==> src/clk_ctrl_pkg.sv <==
// Constants shared by the clock control register block.
package clk_ctrl_pkg;
    localparam int          CLK_NS       = 8;
    localparam int          ADDR_W       = 12;
    localparam int          DEB_UNIT_NS  = 1000;
    localparam int          DEB_CYC      = (DEB_UNIT_NS + CLK_NS - 1) / CLK_NS;
    localparam int          CAL_NS       = 16000;
    localparam int          CAL_CYC      = (CAL_NS + CLK_NS - 1) / CLK_NS;
    // Task registers.
    localparam logic [11:0] OFS_HF_START = 12'h000;
    localparam logic [11:0] OFS_HF_STOP  = 12'h004;
    localparam logic [11:0] OFS_LF_START = 12'h008;
    localparam logic [11:0] OFS_LF_STOP  = 12'h00c;
    localparam logic [11:0] OFS_CAL      = 12'h010;
    localparam logic [11:0] OFS_CT_START = 12'h014;
    localparam logic [11:0] OFS_CT_STOP  = 12'h018;
    // Event registers.
    localparam logic [11:0] OFS_EV_HF    = 12'h100;
    localparam logic [11:0] OFS_EV_LF    = 12'h104;
    localparam logic [11:0] OFS_EV_DONE  = 12'h10c;
    localparam logic [11:0] OFS_EV_CAL_TIMER_TIMEOUT_EVENT  = 12'h110;
    localparam logic [11:0] OFS_EV_CTSTA = 12'h128;
    localparam logic [11:0] OFS_EV_CTSTO = 12'h12c;
    // Control and status registers.
    localparam logic [11:0] OFS_IEN_SET  = 12'h304;
    localparam logic [11:0] OFS_IEN_CLR  = 12'h308;
    localparam logic [11:0] OFS_HF_RUN   = 12'h408;
    localparam logic [11:0] OFS_HF_STAT  = 12'h40c;
    localparam logic [11:0] OFS_LF_RUN   = 12'h414;
    localparam logic [11:0] OFS_LF_STAT  = 12'h418;
    localparam logic [11:0] OFS_SRC_COPY = 12'h41c;
    localparam logic [11:0] OFS_SRC_SEL  = 12'h518;
    localparam logic [11:0] OFS_DEBOUNCE = 12'h528;
    localparam logic [11:0] OFS_CAL_TIMER_INTERVAL     = 12'h538;
    localparam logic [11:0] OFS_TRACE    = 12'h55c;
    localparam logic [11:0] OFS_RC_MODE  = 12'h5b4;
    // Event index, also the interrupt enable bit position.
    localparam int          EV_HF        = 0;
    localparam int          EV_LF        = 1;
    localparam int          EV_DONE      = 2;
    localparam int          EV_CAL_TIMER_TIMEOUT_EVENT      = 3;
    localparam int          EV_CTSTA     = 4;
    localparam int          EV_CTSTO     = 5;
    localparam int          NUM_EV       = 6;
    // Field positions.
    localparam int          STATE_BIT    = 16;
    localparam int          BYPASS_BIT   = 16;
    localparam int          EXT_BIT      = 17;
    // Reset values and field masks.
    localparam logic [31:0] RST_ZERO     = 32'h0000_0000;
    localparam logic [31:0] SRC_SEL_MASK = 32'h0003_0003;
    localparam logic [31:0] DEB_MASK     = 32'h0000_00ff;
    localparam logic [31:0] CAL_TIMER_INTERVAL_MASK    = 32'h0000_007f;
    localparam logic [31:0] TRACE_MASK   = 32'h0003_0003;
    localparam logic [31:0] RC_MODE_MASK = 32'h0000_0001;
    localparam logic [1:0]  RESP_OKAY    = 2'h0;
    localparam logic [1:0]  RESP_SLVERR  = 2'h2;
    typedef enum logic [1:0] {OSC_OFF, OSC_STARTING, OSC_ON} osc_state_t;
endpackage

==> src/clk_ctrl.sv <==
// Clock control task, event and status registers behind an AXI4-Lite slave.
//
// Notes on behaviour
// - Start task write starts fast crystal oscillator.
// - Stop task write stops fast crystal oscillator.
// - Calibrate task begins slow RC calibration run.
// - Timer start task starts calibration timer.
// - Timer stop task stops calibration timer.
// - Fast run request shows start task triggered.
// - Slow run request shows start task triggered.
// - Slow start captures source selection snapshot.
// - Fast started event reads one after start.
// - Done event set when calibration completes.
// - Timer started event set, tasks accepted again.
// - Timer stopped event set, tasks accepted again.
// - Enable set: ones enable, reads enable state.
// - Enable clear: ones disable, reads enable state.
// - Timer ignores tasks until matching event raised.
// - Timer counts down, times out, stops itself.
// - Fast started event waits power-up plus debounce.
//
// Our own choice: the AXI4-Lite register port.
`timescale 1ns/1ps
module clk_ctrl #(
    parameter int PWRUP_NS    = 50000,
    parameter int LF_START_NS = 1000000,
    parameter int CT_TICK_CYC = 1000
) (
    // Clock and reset
    input  wire logic                       aclk,
    input  wire logic                       aresetn,
    // AXI4-Lite write address and data
    input  wire logic [clk_ctrl_pkg::ADDR_W-1:0] s_axi_awaddr,
    input  wire logic                       s_axi_awvalid,
    output logic                            s_axi_awready,
    input  wire logic [31:0]                s_axi_wdata,
    input  wire logic [3:0]                 s_axi_wstrb,
    input  wire logic                       s_axi_wvalid,
    output logic                            s_axi_wready,
    // AXI4-Lite write response
    output logic [1:0]                      s_axi_bresp,
    output logic                            s_axi_bvalid,
    input  wire logic                       s_axi_bready,
    // AXI4-Lite read
    input  wire logic [clk_ctrl_pkg::ADDR_W-1:0] s_axi_araddr,
    input  wire logic                       s_axi_arvalid,
    output logic                            s_axi_arready,
    output logic [31:0]                     s_axi_rdata,
    output logic [1:0]                      s_axi_rresp,
    output logic                            s_axi_rvalid,
    input  wire logic                       s_axi_rready,
    // Oscillator controls and interrupt
    output logic                            fast_osc_enable,
    output logic                            slow_clock_enable,
    output logic [1:0]                      slow_clock_source,
    output logic                            irq
);
    import clk_ctrl_pkg::*;

    localparam int PWRUP_CYC = (PWRUP_NS + CLK_NS - 1) / CLK_NS;
    localparam int LF_CYC    = (LF_START_NS + CLK_NS - 1) / CLK_NS;

    ////////////////////////////////////////////////////////////////////////
    // Address map check, shared by the write and read paths.
    function automatic logic mapped(input logic [11:0] a);
        unique case (a)
            OFS_HF_START, OFS_HF_STOP, OFS_LF_START, OFS_LF_STOP, OFS_CAL,
            OFS_CT_START, OFS_CT_STOP, OFS_EV_HF, OFS_EV_LF, OFS_EV_DONE,
            OFS_EV_CAL_TIMER_TIMEOUT_EVENT, OFS_EV_CTSTA, OFS_EV_CTSTO, OFS_IEN_SET,
            OFS_IEN_CLR, OFS_HF_RUN, OFS_HF_STAT, OFS_LF_RUN, OFS_LF_STAT,
            OFS_SRC_COPY, OFS_SRC_SEL, OFS_DEBOUNCE, OFS_CAL_TIMER_INTERVAL, OFS_TRACE,
            OFS_RC_MODE: mapped = 1'b1;
            default:     mapped = 1'b0;
        endcase
    endfunction

    function automatic logic [31:0] merge(input logic [31:0] old,
                                          input logic [31:0] nw,
                                          input logic [3:0]  strb,
                                          input logic [31:0] mask);
        logic [31:0] r;
        r = old;
        for (int b = 0; b < 4; b++) begin
            if (strb[b]) begin
                r[8*b +: 8] = nw[8*b +: 8];
            end
        end
        merge = r & mask;
    endfunction

    ////////////////////////////////////////////////////////////////////////
    // Write channel: address and data are held separately, in any order.
    logic [11:0] awaddr_q;
    logic        aw_full_q;
    logic [31:0] wdata_q;
    logic [3:0]  wstrb_q;
    logic        w_full_q;
    logic        bvalid_q;
    logic [1:0]  bresp_q;
    logic        wr_go;
    logic        task1;

    assign s_axi_awready = !aw_full_q;
    assign s_axi_wready  = !w_full_q;
    assign s_axi_bvalid  = bvalid_q;
    assign s_axi_bresp   = bresp_q;
    assign wr_go = aw_full_q && w_full_q && !bvalid_q;
    // A task fires only on a write of 1 into bit 0 with its lane enabled.
    assign task1 = wr_go && wstrb_q[0] && wdata_q[0];

    always_ff @(posedge aclk) begin
        if (!aresetn) begin
            aw_full_q <= 1'b0;
            awaddr_q  <= 12'h000;
        end else if (s_axi_awvalid && !aw_full_q) begin
            aw_full_q <= 1'b1;
            awaddr_q  <= s_axi_awaddr;
        end else if (wr_go) begin
            aw_full_q <= 1'b0;
        end
    end

    always_ff @(posedge aclk) begin
        if (!aresetn) begin
            w_full_q <= 1'b0;
            wdata_q  <= RST_ZERO;
            wstrb_q  <= 4'h0;
        end else if (s_axi_wvalid && !w_full_q) begin
            w_full_q <= 1'b1;
            wdata_q  <= s_axi_wdata;
            wstrb_q  <= s_axi_wstrb;
        end else if (wr_go) begin
            w_full_q <= 1'b0;
        end
    end

    always_ff @(posedge aclk) begin
        if (!aresetn) begin
            bvalid_q <= 1'b0;
            bresp_q  <= RESP_OKAY;
        end else if (wr_go) begin
            bvalid_q <= 1'b1;
            bresp_q  <= mapped(awaddr_q) ? RESP_OKAY : RESP_SLVERR;
        end else if (s_axi_bready) begin
            bvalid_q <= 1'b0;
        end
    end

    function automatic logic hit(input logic [11:0] ofs);
        hit = wr_go && (awaddr_q == ofs);
    endfunction

    ////////////////////////////////////////////////////////////////////////
    // Configuration registers.
    logic [31:0] src_sel_q;
    logic [31:0] debounce_q;
    logic [31:0] cal_timer_interval_q;
    logic [31:0] trace_q;
    logic [31:0] rc_mode_q;
    logic [31:0] src_copy_q;
    logic [NUM_EV-1:0] ien_q;
    osc_state_t  hf_q;
    osc_state_t  lf_q;

    // Source selection is frozen while the slow clock runs, and the debounce
    // value while the fast oscillator starts, so a running count never sees
    // its setting change underneath it.
    always_ff @(posedge aclk) begin
        if (!aresetn) begin
            src_sel_q  <= RST_ZERO;
            debounce_q <= RST_ZERO;
            cal_timer_interval_q     <= RST_ZERO;
            trace_q    <= RST_ZERO;
            rc_mode_q  <= RST_ZERO;
        end else begin
            if (hit(OFS_SRC_SEL) && lf_q == OSC_OFF) begin
                src_sel_q <= merge(src_sel_q, wdata_q, wstrb_q, SRC_SEL_MASK);
            end
            if (hit(OFS_DEBOUNCE) && hf_q != OSC_STARTING) begin
                debounce_q <= merge(debounce_q, wdata_q, wstrb_q, DEB_MASK);
            end
            if (hit(OFS_CAL_TIMER_INTERVAL)) begin
                cal_timer_interval_q <= merge(cal_timer_interval_q, wdata_q, wstrb_q, CAL_TIMER_INTERVAL_MASK);
            end
            if (hit(OFS_TRACE)) begin
                trace_q <= merge(trace_q, wdata_q, wstrb_q, TRACE_MASK);
            end
            if (hit(OFS_RC_MODE)) begin
                rc_mode_q <= merge(rc_mode_q, wdata_q, wstrb_q, RC_MODE_MASK);
            end
        end
    end

    always_ff @(posedge aclk) begin
        if (!aresetn) begin
            ien_q <= '0;
        end else if (hit(OFS_IEN_SET) && wstrb_q[0]) begin
            ien_q <= ien_q | wdata_q[NUM_EV-1:0];
        end else if (hit(OFS_IEN_CLR) && wstrb_q[0]) begin
            ien_q <= ien_q & ~wdata_q[NUM_EV-1:0];
        end
    end

    ////////////////////////////////////////////////////////////////////////
    // Fast crystal oscillator start sequence.
    logic [31:0] hf_cnt_q;
    logic        hf_run_q;
    logic [NUM_EV-1:0] ev_set;

    always_ff @(posedge aclk) begin
        if (!aresetn) begin
            hf_q     <= OSC_OFF;
            hf_cnt_q <= RST_ZERO;
        end else if (task1 && awaddr_q == OFS_HF_STOP) begin
            hf_q <= OSC_OFF;
        end else if (task1 && awaddr_q == OFS_HF_START && hf_q == OSC_OFF) begin
            hf_q     <= OSC_STARTING;
            hf_cnt_q <= 32'(PWRUP_CYC) + 32'(debounce_q[7:0] * DEB_CYC);
        end else if (hf_q == OSC_STARTING) begin
            if (hf_cnt_q <= 32'h0000_0001) begin
                hf_q <= OSC_ON;
            end
            hf_cnt_q <= hf_cnt_q - 32'h0000_0001;
        end
    end
    assign ev_set[EV_HF] = hf_q == OSC_STARTING &&
                           hf_cnt_q <= 32'h0000_0001;

    always_ff @(posedge aclk) begin
        if (!aresetn) begin
            hf_run_q <= 1'b0;
        end else if (task1 && awaddr_q == OFS_HF_START) begin
            hf_run_q <= 1'b1;
        end else if (task1 && awaddr_q == OFS_HF_STOP) begin
            hf_run_q <= 1'b0;
        end
    end

    ////////////////////////////////////////////////////////////////////////
    // Slow clock start sequence and source snapshot.
    logic [31:0] lf_cnt_q;
    logic        lf_run_q;

    always_ff @(posedge aclk) begin
        if (!aresetn) begin
            lf_q     <= OSC_OFF;
            lf_cnt_q <= RST_ZERO;
        end else if (task1 && awaddr_q == OFS_LF_STOP) begin
            lf_q <= OSC_OFF;
        end else if (task1 && awaddr_q == OFS_LF_START && lf_q == OSC_OFF) begin
            lf_q     <= OSC_STARTING;
            lf_cnt_q <= 32'(LF_CYC);
        end else if (lf_q == OSC_STARTING) begin
            if (lf_cnt_q <= 32'h0000_0001) begin
                lf_q <= OSC_ON;
            end
            lf_cnt_q <= lf_cnt_q - 32'h0000_0001;
        end
    end
    assign ev_set[EV_LF] = lf_q == OSC_STARTING &&
                           lf_cnt_q <= 32'h0000_0001;

    always_ff @(posedge aclk) begin
        if (!aresetn) begin
            lf_run_q   <= 1'b0;
            src_copy_q <= RST_ZERO;
        end else if (task1 && awaddr_q == OFS_LF_START) begin
            lf_run_q   <= 1'b1;
            src_copy_q <= {30'h0, src_sel_q[1:0]};
        end else if (task1 && awaddr_q == OFS_LF_STOP) begin
            lf_run_q <= 1'b0;
        end
    end

    ////////////////////////////////////////////////////////////////////////
    // Calibration of the slow RC oscillator. The run needs the fast
    // oscillator as reference, so it waits while that is not running.
    logic        cal_pend_q;
    logic [31:0] cal_cnt_q;

    always_ff @(posedge aclk) begin
        if (!aresetn) begin
            cal_pend_q <= 1'b0;
            cal_cnt_q  <= RST_ZERO;
        end else if (task1 && awaddr_q == OFS_CAL && !cal_pend_q) begin
            cal_pend_q <= 1'b1;
            cal_cnt_q  <= 32'(CAL_CYC);
        end else if (cal_pend_q && hf_q == OSC_ON) begin
            if (cal_cnt_q <= 32'h0000_0001) begin
                cal_pend_q <= 1'b0;
            end
            cal_cnt_q <= cal_cnt_q - 32'h0000_0001;
        end
    end
    assign ev_set[EV_DONE] = cal_pend_q && hf_q == OSC_ON &&
                             cal_cnt_q <= 32'h0000_0001;

    ////////////////////////////////////////////////////////////////////////
    // Calibration timer. A start or stop task is answered by its event one
    // cycle later; during that cycle further tasks are dropped.
    logic        ct_run_q;
    logic [6:0]  ct_cnt_q;
    logic [31:0] ct_tick_q;
    logic        ct_sta_q;
    logic        ct_sto_q;
    logic        ct_busy;
    logic        ct_start;
    logic        ct_stop;
    logic        ct_tick;

    assign ct_busy  = ct_sta_q || ct_sto_q;
    assign ct_start = task1 && awaddr_q == OFS_CT_START && !ct_busy;
    assign ct_stop  = task1 && awaddr_q == OFS_CT_STOP && !ct_busy;
    assign ct_tick  = ct_tick_q >= 32'(CT_TICK_CYC - 1);

    always_ff @(posedge aclk) begin
        if (!aresetn) begin
            ct_sta_q <= 1'b0;
            ct_sto_q <= 1'b0;
        end else begin
            ct_sta_q <= ct_start;
            ct_sto_q <= ct_stop;
        end
    end

    always_ff @(posedge aclk) begin
        if (!aresetn) begin
            ct_run_q  <= 1'b0;
            ct_cnt_q  <= 7'h00;
            ct_tick_q <= RST_ZERO;
        end else if (ct_stop) begin
            ct_run_q <= 1'b0;
        end else if (ct_start && !ct_run_q) begin
            ct_run_q  <= 1'b1;
            ct_cnt_q  <= cal_timer_interval_q[6:0];
            ct_tick_q <= RST_ZERO;
        end else if (ct_run_q) begin
            if (ct_cnt_q == 7'h00) begin
                ct_run_q <= 1'b0;
            end else if (ct_tick) begin
                ct_cnt_q  <= ct_cnt_q - 7'h01;
                ct_tick_q <= RST_ZERO;
            end else begin
                ct_tick_q <= ct_tick_q + 32'h0000_0001;
            end
        end
    end
    assign ev_set[EV_CAL_TIMER_TIMEOUT_EVENT]  = ct_run_q && ct_cnt_q == 7'h00 && !ct_stop;
    assign ev_set[EV_CTSTA] = ct_sta_q;
    assign ev_set[EV_CTSTO] = ct_sto_q;

    ////////////////////////////////////////////////////////////////////////
    // Event flags: software writes the stored value, a hardware set wins.
    localparam logic [11:0] EV_OFS [NUM_EV] = '{OFS_EV_HF, OFS_EV_LF,
        OFS_EV_DONE, OFS_EV_CAL_TIMER_TIMEOUT_EVENT, OFS_EV_CTSTA, OFS_EV_CTSTO};
    logic [NUM_EV-1:0] ev_q;

    for (genvar i = 0; i < NUM_EV; i++) begin : g_ev
        always_ff @(posedge aclk) begin
            if (!aresetn) begin
                ev_q[i] <= 1'b0;
            end else if (ev_set[i]) begin
                ev_q[i] <= 1'b1;
            end else if (hit(EV_OFS[i]) && wstrb_q[0]) begin
                ev_q[i] <= wdata_q[0];
            end
        end
    end

    always_ff @(posedge aclk) begin
        if (!aresetn) begin
            irq <= 1'b0;
        end else begin
            irq <= |(ev_q & ien_q);
        end
    end

    always_ff @(posedge aclk) begin
        if (!aresetn) begin
            fast_osc_enable   <= 1'b0;
            slow_clock_enable <= 1'b0;
            slow_clock_source <= 2'h0;
        end else begin
            fast_osc_enable   <= hf_q != OSC_OFF;
            slow_clock_enable <= lf_q != OSC_OFF;
            slow_clock_source <= src_copy_q[1:0];
        end
    end

    ////////////////////////////////////////////////////////////////////////
    // Read channel. Task registers read as zero.
    logic        rvalid_q;
    logic [31:0] rdata_q;
    logic [1:0]  rresp_q;
    logic [31:0] rd;
    logic [11:0] ra;

    assign s_axi_arready = !rvalid_q;
    assign s_axi_rvalid  = rvalid_q;
    assign s_axi_rdata   = rdata_q;
    assign s_axi_rresp   = rresp_q;
    assign ra = s_axi_araddr;

    always_comb begin
        rd = RST_ZERO;
        unique case (ra)
            OFS_EV_HF:    rd = {31'h0, ev_q[EV_HF]};
            OFS_EV_LF:    rd = {31'h0, ev_q[EV_LF]};
            OFS_EV_DONE:  rd = {31'h0, ev_q[EV_DONE]};
            OFS_EV_CAL_TIMER_TIMEOUT_EVENT:  rd = {31'h0, ev_q[EV_CAL_TIMER_TIMEOUT_EVENT]};
            OFS_EV_CTSTA: rd = {31'h0, ev_q[EV_CTSTA]};
            OFS_EV_CTSTO: rd = {31'h0, ev_q[EV_CTSTO]};
            OFS_IEN_SET,
            OFS_IEN_CLR:  rd = {26'h0, ien_q};
            OFS_HF_RUN:   rd = {31'h0, hf_run_q};
            OFS_LF_RUN:   rd = {31'h0, lf_run_q};
            OFS_SRC_COPY: rd = src_copy_q;
            OFS_SRC_SEL:  rd = src_sel_q;
            OFS_DEBOUNCE: rd = debounce_q;
            OFS_CAL_TIMER_INTERVAL:     rd = cal_timer_interval_q;
            OFS_TRACE:    rd = trace_q;
            OFS_RC_MODE:  rd = rc_mode_q;
            OFS_HF_STAT: begin
                rd[0]         = hf_q == OSC_ON;
                rd[STATE_BIT] = hf_q == OSC_ON;
            end
            OFS_LF_STAT: begin
                rd[1:0]       = src_copy_q[1:0];
                rd[STATE_BIT] = lf_q == OSC_ON;
            end
            default:      rd = RST_ZERO;
        endcase
    end

    always_ff @(posedge aclk) begin
        if (!aresetn) begin
            rvalid_q <= 1'b0;
            rdata_q  <= RST_ZERO;
            rresp_q  <= RESP_OKAY;
        end else if (s_axi_arvalid && !rvalid_q) begin
            rvalid_q <= 1'b1;
            rdata_q  <= rd;
            rresp_q  <= mapped(ra) ? RESP_OKAY : RESP_SLVERR;
        end else if (s_axi_rready) begin
            rvalid_q <= 1'b0;
        end
    end
endmodule

==> config.mk <==
export PLATFORM = sky130hd
export DESIGN_NAME = clk_ctrl
export DESIGN_NICKNAME = d
export VERILOG_FILES = /design/src/clk_ctrl_pkg.sv /design/src/clk_ctrl.sv
export SDC_FILE = /design/constraint.sdc
export NUM_CORES = 1
export LEC_CHECK = 0
export BUFFER_PORTS_ARGS = -buffer_cell sky130_fd_sc_hd__buf_2
export CORE_MARGIN = 5
export CORE_UTILIZATION = 51
export DETAILED_ROUTE_END_ITERATION = 16
export PLACE_DENSITY = 0.7
export SLEW_MARGIN = 20
export SYNTH_ARGS = -nofsm -noshare
export SYNTH_HDL_FRONTEND = slang
export SYNTH_SLANG_ARGS = --single-unit
==> constraint.sdc <==
create_clock -name aclk -period 9.9 [get_ports aclk]
set_clock_uncertainty 0.2 [all_clocks]
set_input_delay 1.98 -clock aclk [delete_from_list [all_inputs] [get_ports aclk]]
set_output_delay 1.98 -clock aclk [all_outputs]
set_load 0.05 [all_outputs]
==> flow_summary.toml <==
[sta]
period_share = 0.4976
rsz0062_at_grt = "no"
fin_setup_tns_ns = 0
hold_viol = 0
finalSetupViolCount = 0
fmax_ghz = 0.2030
drv_slew = 0
fin_crit_ns = 4.926
tightest_slew_ns = 1.038
relSlewSlack = 0.3066

[clock_tree]
insertion_delay_ns = 0.53
cts_tree = "done"
cts_root_buffer = "clkbuf_16"
cts_max_level = 1
path_clk_slew_ns = 0.06
cts_setup_buffers = 0
clkSinkCount = 228
cts_buffers = 26
clockBufferDepth = 3
cts-resized-gates = 0
cts.hold.buffers_added = 0

[route]
drc_errors = 0
routed_via_density = 5.737
wl_per_cell_um = 15.94
vias = 10739
drt_wl_total_mm = 29.85
postRouteAntennaNets = 0
drtIter0Drc = 683
first_pass_iters = 5

[die]
dieArea_um2 = 28030
die_h_um = 167.4
core_um2 = 24390
rows = 57
io_pins = 113
dieWidth_um = 167.4
initial_core_util = 0.5181

[critical_path]
crit_path_start = "debounce_q[4]$_SDFFE_PN0P_"
cp.arrival_ns = 5.11
regToRegEndpoint = "hf_cnt_q[14]$_SDFFE_PN0P_"
rrSetupSlack_ns = 4.97
setup.worst_path.end = "hf_cnt_q[14]$_SDFFE_PN0P_"
crit_required_ns = 10.09
worstPathMaxFanout = 5
startpoint_type = "flop"
end_kind = "flop"
critical_path_class = "flop to flop"
r2r-start = "debounce_q[4]$_SDFFE_PN0P_"
r2r.worst_path.cells = 15

[logic_synthesis]
syn_avg_cell_area_um2 = 8.464
ys_ff_latch = 228
synth_top_area_cell = "dfxtp_1"
synth_top_cell_area_share = 0.3612
async_flop_share = 0
netlist_instances = 1493
ys_warn_count = 0
yosysMostFrequentCell = "dfxtp_1"
seq_area_frac_synth = 0.3612
synthTopCellsByArea = "dfxtp_1 36%, nor2_1 5.7%, ha_1 5.3%, a21oi_1 4.3%, xor2_1 4.0%"
synth_flop_cell = "dfxtp_1"
ys_types = 76
synth_commonest_cells = "228 x dfxtp_1, 191 x nor2_1, 129 x nand2_1, 108 x a21oi_1, 74 x inv_1"
synth-edff-count = 0
netlist_area_um2 = 12640

[layout]
fill_cells = 2199
fin_nets = 1672
antenna_cells = 0
area_delta_synth_final_pct = 10.77
multi_input_area_um2 = 7457
finalInstanceArea_um2 = 14000
regArea_um2 = 4564
post_route_cells_drive_above_1_share = 0.1034

[power_and_ir_drop]
ir_drop_mv = 0.1335
power_density_nw_per_um2 = 146.6
p_leak_uw = 0.005528

[worst_hold_path]
hold_path.class = "flop to flop"

[global_routing]
grt_use_total = 0.2072
globalRoute.totalOverflow = 0
grt_max_degree = 80
grt_pass1_vias = 10263
grt_pass1_wl_mm = 50.43
antenna_found_initial = 0

[placement]
placed_area_um2 = 13110
io_buffer_count = 64
gp_congestion = 0.9155
dp_hpwl_mm = 21.22

[run_status]
status = "finished clean"

[run]
cap_violations = 0
==> worst min path at each step <==
stage,start,cells after the start,slack (ns),endpoint
3_5_place_dp,s_axi_rdata[7]$_SDFFE_PN0P_,2,0.25,s_axi_rdata[7]$_SDFFE_PN0P_
5_1_grt,wdata_q[7]$_SDFFE_PN0P_,2,0.29,wdata_q[7]$_SDFFE_PN0P_
4_1_cts,wdata_q[7]$_SDFFE_PN0P_,2,0.26,wdata_q[7]$_SDFFE_PN0P_
3_3_place_gp,s_axi_rdata[7]$_SDFFE_PN0P_,2,0.24,s_axi_rdata[7]$_SDFFE_PN0P_
2_1_floorplan,wdata_q[7]$_SDFFE_PN0P_,2,0.24,wdata_q[7]$_SDFFE_PN0P_
6_report,wdata_q[7]$_SDFFE_PN0P_,2,0.26,wdata_q[7]$_SDFFE_PN0P_
==> metrics by stage <==
step                  util  setup slack [ns]  power (µW)  cells  hold WS (ns)
finish              0.5739             4.974        2052   1872        0.2607
global route        0.5739             4.737        2123   1872        0.2924
CTS                 0.5739             4.952        2069   1872        0.2599
detailed placement  0.5376             4.964        1085   1826        0.2513
global placement    0.5376             5.037        1083   1826        0.2447
floorplan                -             5.534        1058   1516        0.2360
==> layout make-up <==
type                            count  area share
Multi-Input combinational cell   1124      0.5327
Clock inverter                     11     0.01010
Inverter                           75     0.02020
Sequential cell                   228      0.3261
Tap cell                          324     0.02896
Timing Repair Buffer               75     0.02878
Clock buffer                       35     0.05318
==> critical path: stages (launching register included) <==
cell       delay, ns
dfxtp_1         0.44
inv_1           0.19
fa_1            0.63
xnor2_1         0.16
xnor2_1         0.11
fa_1            0.54
inv_1           0.05
fa_1            0.52
inv_1           0.04
ha_1            0.33
o21a_1          0.15
a2111oi_0       0.58
o21ai_0         0.23
a41oi_1         0.27
xor2_1          0.24
o22ai_1         0.10
==> cells in the final DEF, fill, tap and decap left out, types with 17 or more instances in the layout <==
cell,Yosys,routed
dfxtp_1,228,228
nor2_1,191,191
nand2_1,129,129
a21oi_1,108,108
inv_1,74,74
buf_2,5,64
xor2_1,57,57
ha_1,54,54
nor3_1,49,49
xnor2_1,45,45
nand3_1,36,36
nor4_1,34,34
o21ai_0,32,32
mux2i_1,30,30
clkbuf_16,0,26
conb_1,1,24
or3_1,23,23
fa_1,21,21
or4_1,19,19
and3_1,18,18
o2111ai_1,17,17
==> logic make-up after synthesis <==
| family | share of synthesized area |
|---|---|
| simple gates | 0.2494 |
| mux | 0.02733 |
| compound gates | 0.1476 |
| flops | 0.3612 |
| fa+ha+maj | 0.08673 |
| buf+inv | 0.05673 |
| xor+xnor | 0.07069 |
| other cells | 0.0002967 |
==> metal layers <==
layer	wire length, µm	global-route usage
met1	13680	0.2841
met2	13780	0.3454
met3	1542	0.02640
met4	839	0.05822
met5	0	0
==> flip-flops by register name, indices dropped and copies added (netlist names), 4 cells and up, named ones only <==
register / flops
ev_q: 6
debounce_q: 8
ct_tick_q: 32
trace_q: 4
s_axi_rdata: 10
ct_cnt_q: 7
hf_cnt_q: 32
wdata_q: 10
awaddr_q: 12
cal_cnt_q: 32
lf_cnt_q: 32
src_sel_q: 4
cal_timer_interval_q: 7
==> power by group <==
group	internal (µW)	switching [µW]
clock network	603	382
logic	29.0	93.0
registers	928	16.8
total	1560	492
(Power assumes the default switching activity.)
